$ cat config.mk
export PLATFORM = sky130hd
export DESIGN_NAME = sbm_serial_master
export DESIGN_NICKNAME = d
export VERILOG_FILES = /design/src/pkg/sbm_pkg.sv /design/src/design/sbm_sync.sv /design/src/design/sbm_clkdiv.sv /design/src/design/sbm_serial_master.sv
export VERILOG_INCLUDE_DIRS = /design/src /design/src/pkg
export SDC_FILE = /design/constraint.sdc
export NUM_CORES = 1
export LEC_CHECK = 0
export BUFFER_PORTS_ARGS = -buffer_cell sky130_fd_sc_hd__buf_4
export CAP_MARGIN = 20
export CORE_MARGIN = 1.5
export CORE_UTILIZATION = 49
export DETAILED_ROUTE_END_ITERATION = 16
export GPL_TIMING_DRIVEN = 0
export PLACE_DENSITY = 0.72
export SETUP_SLACK_MARGIN = 0.3
export SLEW_MARGIN = 5
export SYNTH_ARGS = -nofsm -noshare
export SYNTH_HDL_FRONTEND = slang
export SYNTH_SLANG_ARGS = --single-unit
$ cat constraint.sdc
create_clock -name clk_sys -period 2.2 [get_ports clk_sys]
set_input_delay 0.11 -clock clk_sys [delete_from_list [all_inputs] [get_ports clk_sys]]
set_output_delay 0.11 -clock clk_sys [all_outputs]
set_load 0.05 [all_outputs]
$ cat src/pkg/sbm_map.svh
// Contract
// - After write address, master transmits until stop.
// - Stop ends a transfer unless a repeated start follows instead.
// - After read address, master receives slave data.
// - Register read uses repeated start after address.
// - Bus clock fixed at 62.5 kHz.
// - Slave holding clock low stretches the low phase.
// - Single master only, no arbitration or slave.
// - Shift mode has no start, stop or acknowledge.
// - Shift mode clock runs free, never stretched.
// - Mode bits 1:0 decode off/shift/two/three-wire.
// - Start generated only with start and protocol bits.
// - Stop generated only with stop and protocol bits.
// - Mode register write only, bits 7:4 unused.
// - Data register blocked while byte in progress.
// - Three-wire: data moves only while clock low.
// - Bytes shift most significant bit first.
// - Busy starts one byte, clears itself after.
// - No acknowledge driven on final received byte.
`ifndef SBM_MAP_SVH
`define SBM_MAP_SVH

// System clock and bus clock rates in Hz; the bus clock is 62.5 kHz.
`define SBM_SYS_HZ 20000000
`define SBM_BUS_HZ 62500
// Each bus bit is four quarter phases of the divider.
`define SBM_QTR_CYC (`SBM_SYS_HZ / (`SBM_BUS_HZ * 4))
`define SBM_QTR_W 7

// Register addresses.
`define SBM_ADDR_DATA 8'hCC
`define SBM_ADDR_MODE 8'hEB
`define SBM_ADDR_CTRL 8'hEC

// Mode register fields and reset value.
`define SBM_M_SEL 0
`define SBM_M_PROT 1
`define SBM_M_STOP 2
`define SBM_M_START 3
`define SBM_MODE_MSB 3
`define SBM_MODE_RST 4'h0
`define SBM_MODE_OFF 2'h0
`define SBM_MODE_STD 2'h1
`define SBM_MODE_I2C 2'h2
`define SBM_MODE_SBUS 2'h3

// Control register fields.
`define SBM_C_BUSY 0
`define SBM_C_TX 1
`define SBM_C_VFY 2
`define SBM_C_NACK 3

// Byte and phase geometry.
`define SBM_MSB 7
`define SBM_BIT_LAST 3'h7
`define SBM_PH_DATA 2'h0
`define SBM_PH_RISE 2'h1
`define SBM_PH_SAMP 2'h2
`define SBM_PH_FALL 2'h3
`define SBM_PIN_SCL 1
`define SBM_PIN_SDA 0
`define SBM_SYNC_W 2

`endif

$ cat src/pkg/sbm_pkg.sv
`include "sbm_map.svh"

package sbm_pkg;
    typedef logic [7:0] sbm_byte_t;

    typedef enum logic [2:0] {
        st_idle,
        st_start,
        st_bit,
        st_ack,
        st_stop
    } sbm_state_t;

    // Whole state of the serial engine and its register file.
    typedef struct packed {
        sbm_state_t st;
        logic [1:0] ph;
        logic [2:0] bitcnt;
        sbm_byte_t shift;
        logic [`SBM_MODE_MSB:0] mode;
        logic tx;
        logic busy;
        logic nack;
        logic vfy;
        logic held;
        logic scl_dn;
        logic sda_dn;
        logic sen_dn;
        sbm_byte_t rdata;
    } sbm_core_t;

    typedef struct packed {
        logic [`SBM_QTR_W-1:0] cnt;
        logic tick;
    } sbm_div_t;

    typedef struct packed {
        logic [`SBM_SYNC_W-1:0] s1;
        logic [`SBM_SYNC_W-1:0] s2;
    } sbm_sync_t;
endpackage : sbm_pkg

$ cat src/design/sbm_sync.sv
`timescale 1ns/1ps
`default_nettype none
`include "sbm_map.svh"

module sbm_sync (
    input wire logic clk_sys,
    input wire logic rst_n,
    input wire logic [`SBM_SYNC_W-1:0] pin_in,
    output logic [`SBM_SYNC_W-1:0] pin_sync
);
    import sbm_pkg::*;

    sbm_sync_t q, d;

    // Two stages per pin; the first stage feeds only the second.
    always_comb begin
        d = q;
        d.s1 = pin_in;
        d.s2 = q.s1;
    end

    // Released open-drain lines idle high, so reset to ones.
    always_ff @(posedge clk_sys) begin
        if (!rst_n) begin
            q <= '1;
        end else begin
            q <= d;
        end
    end

    assign pin_sync = q.s2;
endmodule : sbm_sync
`default_nettype wire

$ cat src/design/sbm_clkdiv.sv
`timescale 1ns/1ps
`default_nettype none
`include "sbm_map.svh"

module sbm_clkdiv (
    input wire logic clk_sys,
    input wire logic rst_n,
    input wire logic run,
    output logic tick
);
    import sbm_pkg::*;

    sbm_div_t q, d;

    // Quarter-bit enable; held at zero while idle so every byte
    // starts on a full quarter and the bus rate never drifts.
    always_comb begin
        d = q;
        d.tick = 1'b0;
        if (!run) begin
            d.cnt = '0;
        end else if (q.cnt == `SBM_QTR_W'(`SBM_QTR_CYC - 1)) begin
            d.cnt = '0;
            d.tick = 1'b1;
        end else begin
            d.cnt = q.cnt + `SBM_QTR_W'(1);
        end
    end

    always_ff @(posedge clk_sys) begin
        if (!rst_n) begin
            q <= '0;
        end else begin
            q <= d;
        end
    end

    assign tick = q.tick;
endmodule : sbm_clkdiv
`default_nettype wire

$ cat src/design/sbm_serial_master.sv
`timescale 1ns/1ps
`default_nettype none
`include "sbm_map.svh"

module sbm_serial_master (
    input wire logic clk_sys,
    input wire logic rst_n,
    input wire sbm_pkg::sbm_byte_t reg_addr,
    input wire sbm_pkg::sbm_byte_t reg_wdata,
    input wire logic reg_wr,
    input wire logic reg_rd,
    output sbm_pkg::sbm_byte_t reg_rdata,
    input wire logic scl_i,
    output logic scl_o,
    output logic scl_oe,
    input wire logic sda_i,
    output logic sda_o,
    output logic sda_oe,
    output logic enable_line_o,
    output logic enable_line_oe
);
    import sbm_pkg::*;

    sbm_core_t q, d;
    logic tick;
    logic [`SBM_SYNC_W-1:0] pin_s;
    logic scl_s;
    logic sda_s;
    logic bus_m;
    logic sbus_m;
    logic adv;
    logic last_bit;

    ////////////////////////////////////////////////////////////////////////////
    // Pin synchronisers and the quarter-bit divider.

    // The clock and data lines are read back through two flip-flops; the enable line is not.
    sbm_sync u_sync (
        .clk_sys(clk_sys),
        .rst_n(rst_n),
        .pin_in({scl_i, sda_i}),
        .pin_sync(pin_s)
    );

    // The divider runs only while a byte is being moved.
    sbm_clkdiv u_div (
        .clk_sys(clk_sys),
        .rst_n(rst_n),
        .run(q.st != st_idle),
        .tick(tick)
    );

    // Decoded views of the synchronised pins and the mode.
    assign scl_s = pin_s[`SBM_PIN_SCL];
    assign sda_s = pin_s[`SBM_PIN_SDA];
    assign bus_m = q.mode[`SBM_M_PROT];
    assign sbus_m = q.mode[`SBM_M_PROT] && q.mode[`SBM_M_SEL];
    assign last_bit = (q.bitcnt == `SBM_BIT_LAST);

    ////////////////////////////////////////////////////////////////////////////
    // Next-state logic: register file, then the bit engine.

    always_comb begin
        d = q;
        d.rdata = '0;
        adv = 1'b1;

        // Reads answer one cycle later; unmapped and write-only read zero.
        if (reg_rd) begin
            case (reg_addr)
                `SBM_ADDR_DATA: begin
                    if (!q.busy) begin
                        d.rdata = q.shift;
                    end
                end
                `SBM_ADDR_CTRL: begin
                    d.rdata[`SBM_C_BUSY] = q.busy;
                    d.rdata[`SBM_C_TX] = q.tx;
                    d.rdata[`SBM_C_VFY] = q.vfy;
                    d.rdata[`SBM_C_NACK] = q.nack;
                end
                default: begin
                    d.rdata = '0;
                end
            endcase
        end

        // Writes; the data register and control are frozen while busy.
        if (reg_wr) begin
            case (reg_addr)
                `SBM_ADDR_DATA: begin
                    if (!q.busy) begin
                        d.shift = reg_wdata;
                    end
                end
                `SBM_ADDR_MODE: begin
                    d.mode = reg_wdata[`SBM_MODE_MSB:0];
                end
                `SBM_ADDR_CTRL: begin
                    if (!q.busy) begin
                        d.tx = reg_wdata[`SBM_C_TX];
                        if (reg_wdata[`SBM_C_BUSY] && q.mode[1:0] != `SBM_MODE_OFF) begin
                            d.busy = 1'b1;
                            d.nack = 1'b0;
                            d.vfy = 1'b1;
                            d.ph = `SBM_PH_DATA;
                            d.bitcnt = '0;
                            // A start is only framed when the protocol bit is set.
                            if (q.mode[`SBM_M_START] && bus_m) begin
                                d.st = st_start;
                            end else begin
                                d.st = st_bit;
                            end
                        end
                    end
                end
                default: begin
                end
            endcase
        end

        // Bit engine, advanced once per quarter bit.
        if (tick) begin
            case (q.st)
                st_start: begin
                    case (q.ph)
                        `SBM_PH_DATA: begin
                            d.sda_dn = 1'b0;
                            d.sen_dn = 1'b0;
                        end
                        `SBM_PH_RISE: begin
                            d.scl_dn = 1'b0;
                        end
                        `SBM_PH_SAMP: begin
                            // A slow slave may keep the clock low; wait for it.
                            if (!scl_s) begin
                                adv = 1'b0;
                            end else if (sbus_m) begin
                                d.sen_dn = 1'b1;
                            end else begin
                                d.sda_dn = 1'b1;
                            end
                        end
                        default: begin
                            d.scl_dn = 1'b1;
                            d.sen_dn = 1'b0;
                            d.st = st_bit;
                        end
                    endcase
                end
                st_bit: begin
                    case (q.ph)
                        `SBM_PH_DATA: begin
                            // Data moves here, in the same cycle that pulls or keeps the clock low, and in shift mode is also released after the last bit.
                            d.scl_dn = 1'b1;
                            d.sda_dn = q.tx ? !q.shift[`SBM_MSB] : 1'b0;
                        end
                        `SBM_PH_RISE: begin
                            d.scl_dn = 1'b0;
                        end
                        `SBM_PH_SAMP: begin
                            if (bus_m && !scl_s) begin
                                adv = 1'b0;
                            end else begin
                                d.shift = {q.shift[`SBM_MSB-1:0], sda_s};
                                if (q.tx && bus_m && (sda_s == q.sda_dn)) begin
                                    d.vfy = 1'b0;
                                end
                            end
                        end
                        default: begin
                            // Shift mode leaves the clock high after its last bit.
                            d.scl_dn = !(last_bit && !bus_m);
                            d.bitcnt = q.bitcnt + 3'h1;
                            if (last_bit && bus_m) begin
                                d.st = st_ack;
                            end else if (last_bit) begin
                                d.sda_dn = 1'b0;
                                d.busy = 1'b0;
                                d.st = st_idle;
                            end
                        end
                    endcase
                end
                st_ack: begin
                    case (q.ph)
                        `SBM_PH_DATA: begin
                            // Receiver acks unless this is the final byte.
                            d.sda_dn = !q.tx && !q.mode[`SBM_M_STOP];
                        end
                        `SBM_PH_RISE: begin
                            d.scl_dn = 1'b0;
                        end
                        `SBM_PH_SAMP: begin
                            if (!scl_s) begin
                                adv = 1'b0;
                            end else if (q.tx) begin
                                d.nack = sda_s;
                            end
                        end
                        default: begin
                            d.scl_dn = 1'b1;
                            if (q.mode[`SBM_M_STOP]) begin
                                d.st = st_stop;
                            end else begin
                                // Bus stays owned with the clock low for the next byte.
                                d.held = 1'b1;
                                d.busy = 1'b0;
                                d.st = st_idle;
                            end
                        end
                    endcase
                end
                st_stop: begin
                    case (q.ph)
                        `SBM_PH_DATA: begin
                            d.sda_dn = !sbus_m;
                            d.sen_dn = sbus_m;
                        end
                        `SBM_PH_RISE: begin
                            d.scl_dn = 1'b0;
                        end
                        `SBM_PH_SAMP: begin
                            if (!scl_s) begin
                                adv = 1'b0;
                            end else begin
                                d.sda_dn = 1'b0;
                                d.sen_dn = 1'b0;
                            end
                        end
                        default: begin
                            // Busy drops only once the stop has fully completed.
                            d.held = 1'b0;
                            d.busy = 1'b0;
                            d.st = st_idle;
                        end
                    endcase
                end
                default: begin
                    adv = 1'b0;
                end
            endcase
            if (adv && q.st != st_idle) begin
                d.ph = q.ph + 2'h1;
            end
        end

        // The enable line is only ever driven in three-wire mode.
        if (d.mode[1:0] != `SBM_MODE_SBUS) begin
            d.sen_dn = 1'b0;
        end

        // Disabled mode drops any byte and releases every line.
        if (d.mode[1:0] == `SBM_MODE_OFF) begin
            d.st = st_idle;
            d.busy = 1'b0;
            d.held = 1'b0;
            d.scl_dn = 1'b0;
            d.sda_dn = 1'b0;
            d.sen_dn = 1'b0;
        end
    end

    // Shift data is left unknown-free but unspecified by software contract.
    always_ff @(posedge clk_sys) begin
        if (!rst_n) begin
            q <= '0;
            q.mode <= `SBM_MODE_RST;
        end else begin
            q <= d;
        end
    end

    ////////////////////////////////////////////////////////////////////////////
    // Outputs; open-drain lines only ever pull low, never drive high.

    assign reg_rdata = q.rdata;
    assign scl_o = 1'b0;
    assign sda_o = 1'b0;
    assign enable_line_o = 1'b0;
    assign scl_oe = q.scl_dn;
    assign sda_oe = q.sda_dn;
    assign enable_line_oe = q.sen_dn;
endmodule : sbm_serial_master
`default_nettype wire

# After elaboration in Yosys (flattened, before gate mapping)
# Index checks and enable logic that the tools add are counted.
[op_classes]
addsub = 3
n_eq_ne = 29
muxes = 71
bitwise_logic = 5
n_reduce_logical = 40
[op_table]
columns = ["op", "count"]
rows = [
  ["8-bit 2-to-1 mux", 7],
  ["1-bit 2-to-1 mux", 30],
  ["3-bit 2-to-1 mux", 9],
  ["8-bit equality test, second input constant", 3],
  ["24-bit 2-to-1 mux", 1],
  ["16-bit 2-to-1 mux", 1],
  ["4-bit 2-to-1 mux", 4],
  ["3-bit != test, second input constant", 5],
  ["2-bit != test, second input constant", 7],
  ["1-bit one-hot mux with 2 select lines", 7],
  ["3-bit one-hot mux with 4 select lines", 1],
  ["3-bit OR reduction", 4],
  ["11-bit 2-to-1 mux", 1],
  ["11-bit AND reduction", 1],
  ["1-bit logical AND", 10],
  ["2-bit 2-to-1 mux", 4],
  ["2-bit one-hot mux with 4 select lines", 1],
  ["4-bit one-hot mux with 2 select lines", 1],
  ["7-bit by 1-bit adder with 7-bit output, second input constant", 1],
  ["7-bit equality test, second input constant", 1],
  ["1-bit zero test", 7],
  ["7-bit 2-to-1 mux", 1],
  ["7-bit AND reduction", 1],
  ["3-bit by 2-bit equality test with 1-bit output, second input constant", 2],
  ["other kinds (23)", 38],
]
[word_totals]
ff_bits = 48
in_bits = 22
output_inout_bits = 14
word_cells = 168

# Depth between registers and ports, before layout
[logic_depth]
word_depth = 11
mapped_depth = 8
ltp_nobuf = 7

# Cells and area by module
# From an unflattened synthesis, not the netlist that was laid out.
[hier_totals]
cells_unflattened = 297
area_unflattened_um2 = 2615.0
[modules_own_cells]
columns = ["mod", "n_inst", "cells_each", "area_each_um2", "seq_area_each_um2"]
rows = [
  ["sbm_serial_master", 1, 255, 2155.8, 700.7],
  ["sbm_clkdiv", 1, 34, 354.1, 160.2],
  ["sbm_sync", 1, 8, 105.1, 80.1],
]

# Worst setup path after synthesis
# OpenSTA, ideal clock, no wires.
[synth_path]
kind = "register to register"
start = "register q[31] (netlist name)"
end = "register q, in the netlist sda_oe"
setup_ps = 70
arrival_ps = 1876
required_time_ps = 2130
path_slack_ps = 255
stages_incl_launch_ff = 9
path_buffers = 1
period_less_slack_ps = 1945
cell_sequence = "dfxtp_1 > inv_1 > ha_1 > buf_2 > a2111o_1 > o211ai_1 > o21ai_0 > or4_1 > a21oi_1"
[synth_via]
elab_chain_len = 4
word_cells_on_any_way = 18
classes_between = "eq/ne: 11; mux: 4; reduce/logical: 3"
[synth_rtl]
columns = ["item", "line", "source"]
rows = [
  ["from (decl)", "sbm_serial_master.sv:24", "sbm_core_t q, d;"],
  ["2-bit equality test / 2-bit by 1-bit equality test with 1-bit output (equally long branches)", "sbm_serial_master.sv:126, sbm_serial_master.sv:152, sbm_serial_master.sv:215", ""],
  ["2-bit OR reduction (no line)", "--", ""],
  ["1-bit one-hot mux with 2 select lines / 2-bit != test (equally long branches)", "--", ""],
  ["2-bit one-hot mux with 4 select lines / 11-bit AND reduction (equally long branches)", "--", ""],
]
# Several ways; a longest one is shown, not always the timed one.
# A chain may end at the register's enable or synchronous reset.

# Final worst setup path
# Ends and elaborated chain as after synthesis.

==> impl_metrics.json <==
{
  "synth_xor_area_share_pct": 2.00,
  "grt_most_used_layer": "met2",
  "power_mw": 1.46,
  "grt_util_met2_pct": 36.7,
  "whs_ns": 0.0501,
  "initial_core_util_pct": 51.1,
  "required_ns": 2.44,
  "fin_nets": 381,
  "synth_cell_type_count": 59,
  "insertion_delay_ns": 0.30,
  "antenna_found_initial": 0,
  "powerDensity_mw_per_mm2": 459,
  "maxSlewViolCount": 0,
  "grt_pass1_vias": 2148,
  "clkSinkCount": 47,
  "worst_hold_path_type": "primary input to flop",
  "synth_top_family_by_area": "simple AND/OR/NAND/NOR gates",
  "fillCellCount": 484,
  "antenna_cells": 0,
  "synthSimpleGateAreaFrac_pct": 24.1,
  "yosysSeqAreaShare_pct": 35.8,
  "setup_viol": 0,
  "p_leak_nw": 1.14,
  "synth-edff-count": 0,
  "end_kind": "flop",
  "slew_headroom_pct": 53.0,
  "syn_inst": 304,
  "vias_per_cell": 5.54,
  "rows": 26,
  "grt_pass1_wl_mm": 10.4,
  "track_usage_pct": 22.3,
  "synth_area_mm2": 0.00263,
  "drtIter0Drc": 135,
  "synth_compound_area_share_pct": 23.3,
  "worstPathMaxFanout": 5,
  "grt_use_met1_pct": 29.2,
  "max_freq_mhz": 528,
  "cts_root_buffer": "clkbuf_8",
  "dp_cells": 408,
  "grt.met3_usage_pct": 5.03,
  "core-area_mm2": 0.00514,
  "htreeDepth": 2,
  "ir_worst_vdd_mv": 0.281,
  "synthAdderAreaFrac_pct": 3.33,
  "worstPathArrival_ns": 2.13,
  "hold_viol_final": 0,
  "finalCriticalPeriod_ns": 1.89,
  "die_area_mm2": 0.00581,
  "yosys_warnings": 0,
  "start_kind": "flop",
  "clk_pin_slew_ns": 0.09,
  "placed_area_mm2": 0.00297,
  "dr.pass1.iters": 5,
  "dp_slack_ns": 0.166,
  "max-cap-violations": 0,
  "cts_buffers": 5,
  "outcome": "finished, final reports clean",
  "synth_area_per_cell_um2": 8.65,
  "fin_util_pct": 62.1,
  "synthMuxAreaShare_pct": 3.81,
  "gp_congestion": 0.906,
  "drc_errors": 0,
  "ys_dominant_reg_cell": "dfxtp_1",
  "grt_max_degree": 16,
  "synth_seq_cells": 47,
  "postRouteAntennaNets": 0,
  "wl_per_cell_um": 15.2,
  "async_flop_share_pct": 0,
  "cts_tree": "built",
  "die_y_um": 76.2,
  "clockBufferDepth": 2,
  "grt_overflow_total": 0,
  "drive_above_1_share_pct": 28.0,
  "tightest_slew_ns": 0.706,
  "setup_slack_ns": 0.306,
  "path_class": "flop to flop",
  "syn2layout_area_growth_pct": 21.4,
  "wl_mm": 6.42,
  "place.port_buffers": 32,
  "tns_ns": 0,
  "ios": 36,
  "fin_crit_sh_pct": 86.1,
  "clock_skew_ns": 0.00816,
  "layout.cells.non_filler": 423,
  "final_area_mm2": 0.00319,
  "hpwl_mm": 4.47,
  "rsz0062_at_grt": "true",
  "num_vias": 2343,
  "chipWidth_um": 76.2
}
-- final cells by class --
| class | instances | area (um^2) | share of cell area, % |
|---|---|---|---|
| Sequential cell | 47 | 947 | 29.7 |
| Multi-Input combinational cell | 223 | 1550 | 48.6 |
| Inverter | 11 | 43.8 | 1.37 |
| Buffer | 25 | 164 | 5.14 |
| Clock inverter | 2 | 16.3 | 0.510 |
| Tap cell | 70 | 87.6 | 2.74 |
| Clock buffer | 6 | 72.6 | 2.27 |
| Timing Repair Buffer | 39 | 310 | 9.72 |
-- critical path, stage by stage (launching register included) --
cell and delay, ns:
dfxtp_4 0.37, inv_4 0.04, ha_4 0.15, buf_6 0.13, a2111o_1 0.27, o211ai_1 0.11, o21ai_1 0.10, or4_4 0.53
a21oi_2 0.13
-- routing by layer --
| layer | part of all wire (%) | wire length, um | vias to the layer above |
|---|---|---|---|
| met2 | 49 | 3120 | 87 |
| met1 | 44 | 2850 | 1076 |
| met5 | 0 | 0 | - |
| met3 | 6.6 | 426 | 2 |
| li1 | - | - | 1178 |
| met4 | 0.48 | 31 | 0 |
-- power breakdown --
group	internal (mW)	leakage [nW]	switching, mW
sequential	0.852	0.381	0.00208
clock	0.229	0.0418	0.301
combinational	0.0393	0.713	0.0410
total	1.12	1.14	0.344
-- path summary, 6_finish.rpt --
path                          startpoint                             to  slack, ns  depth (start not counted)
setup / recovery        q[31]$_SDFF_PN0_            sda_oe$_SDFFE_PP0P_       0.31                          8
hold / removal                     rst_n  u_sync.pin_sync[0]$_SDFF_PN1_       0.05                          2
setup reg to reg        q[31]$_SDFF_PN0_            sda_oe$_SDFFE_PP0P_       0.31                          8
hold reg to reg   u_sync.d[0]$_SDFF_PN1_  u_sync.pin_sync[0]$_SDFF_PN1_       0.42                          1
-- synth_stat cells, types with 6 or more instances --
cell type	n	area (um^2)
a211oi_2	9	113
a21oi_1	24	120
a22oi_1	6	45.0
buf_2	7	35.0
buf_4	12	90.1
dfxtp_1	47	941
ha_1	7	87.6
inv_1	10	37.5
mux2i_1	10	100
nand2_1	22	82.6
nand2b_1	9	56.3
nand3_1	12	60.1
nor2_1	31	116
nor2b_1	8	50.1
nor3_1	6	30.0
o21ai_0	8	40.0
-- timing repair --
| action | CTS | global route |
|---|---|---|
| pin swaps | 0 | 4 |
| hold buffers | 2 | 0 |
| resized for setup | 6 | 15 |
| setup endpoints to repair | 2 | 3 |
| buffers inserted | 1 | 4 |
| hold endpoints to repair | 2 | 0 |
-- placed cells by master (no fill, tap or decap), drive strengths merged, types with 3 or more instances in the layout --
master   count
a2111oi      3
a211oi      11
a21o         3
a21oi       24
a22oi        6
a31oi        4
and2         4
and3         3
buf         57
clkbuf      11
conb         3
dfxtp       47
ha           7
inv         12
mux2i       10
nand2       22
nand2b       9
nand3       12
nand3b       3
nand4        3
nor2        32
nor2b        8
nor3         6
o211ai       4
o21ai        8
or3          4
xnor2        3
xor2         3
-- cells by family after synthesis --
kind of cell             after synthesis
AND/OR/NAND/NOR                      116
AO/OA/AOI/OAI                         81
flip-flops                            47
buffers and inverters                 36
multiplexers                          10
adder cells (fa/ha/maj)                7
XOR/XNOR                               6
other                                  1
-- state kept, by name, indices dropped and copies added (netlist names) --
name,flops
bus_m,1
enable_line_oe,1
q,23
reg_rdata,8
scl_oe,1
sda_oe,1
u_div.q,7
u_div.tick,1
u_sync.d,2
u_sync.pin_sync,2
No activity file was read; power rests on OpenSTA's default activity.
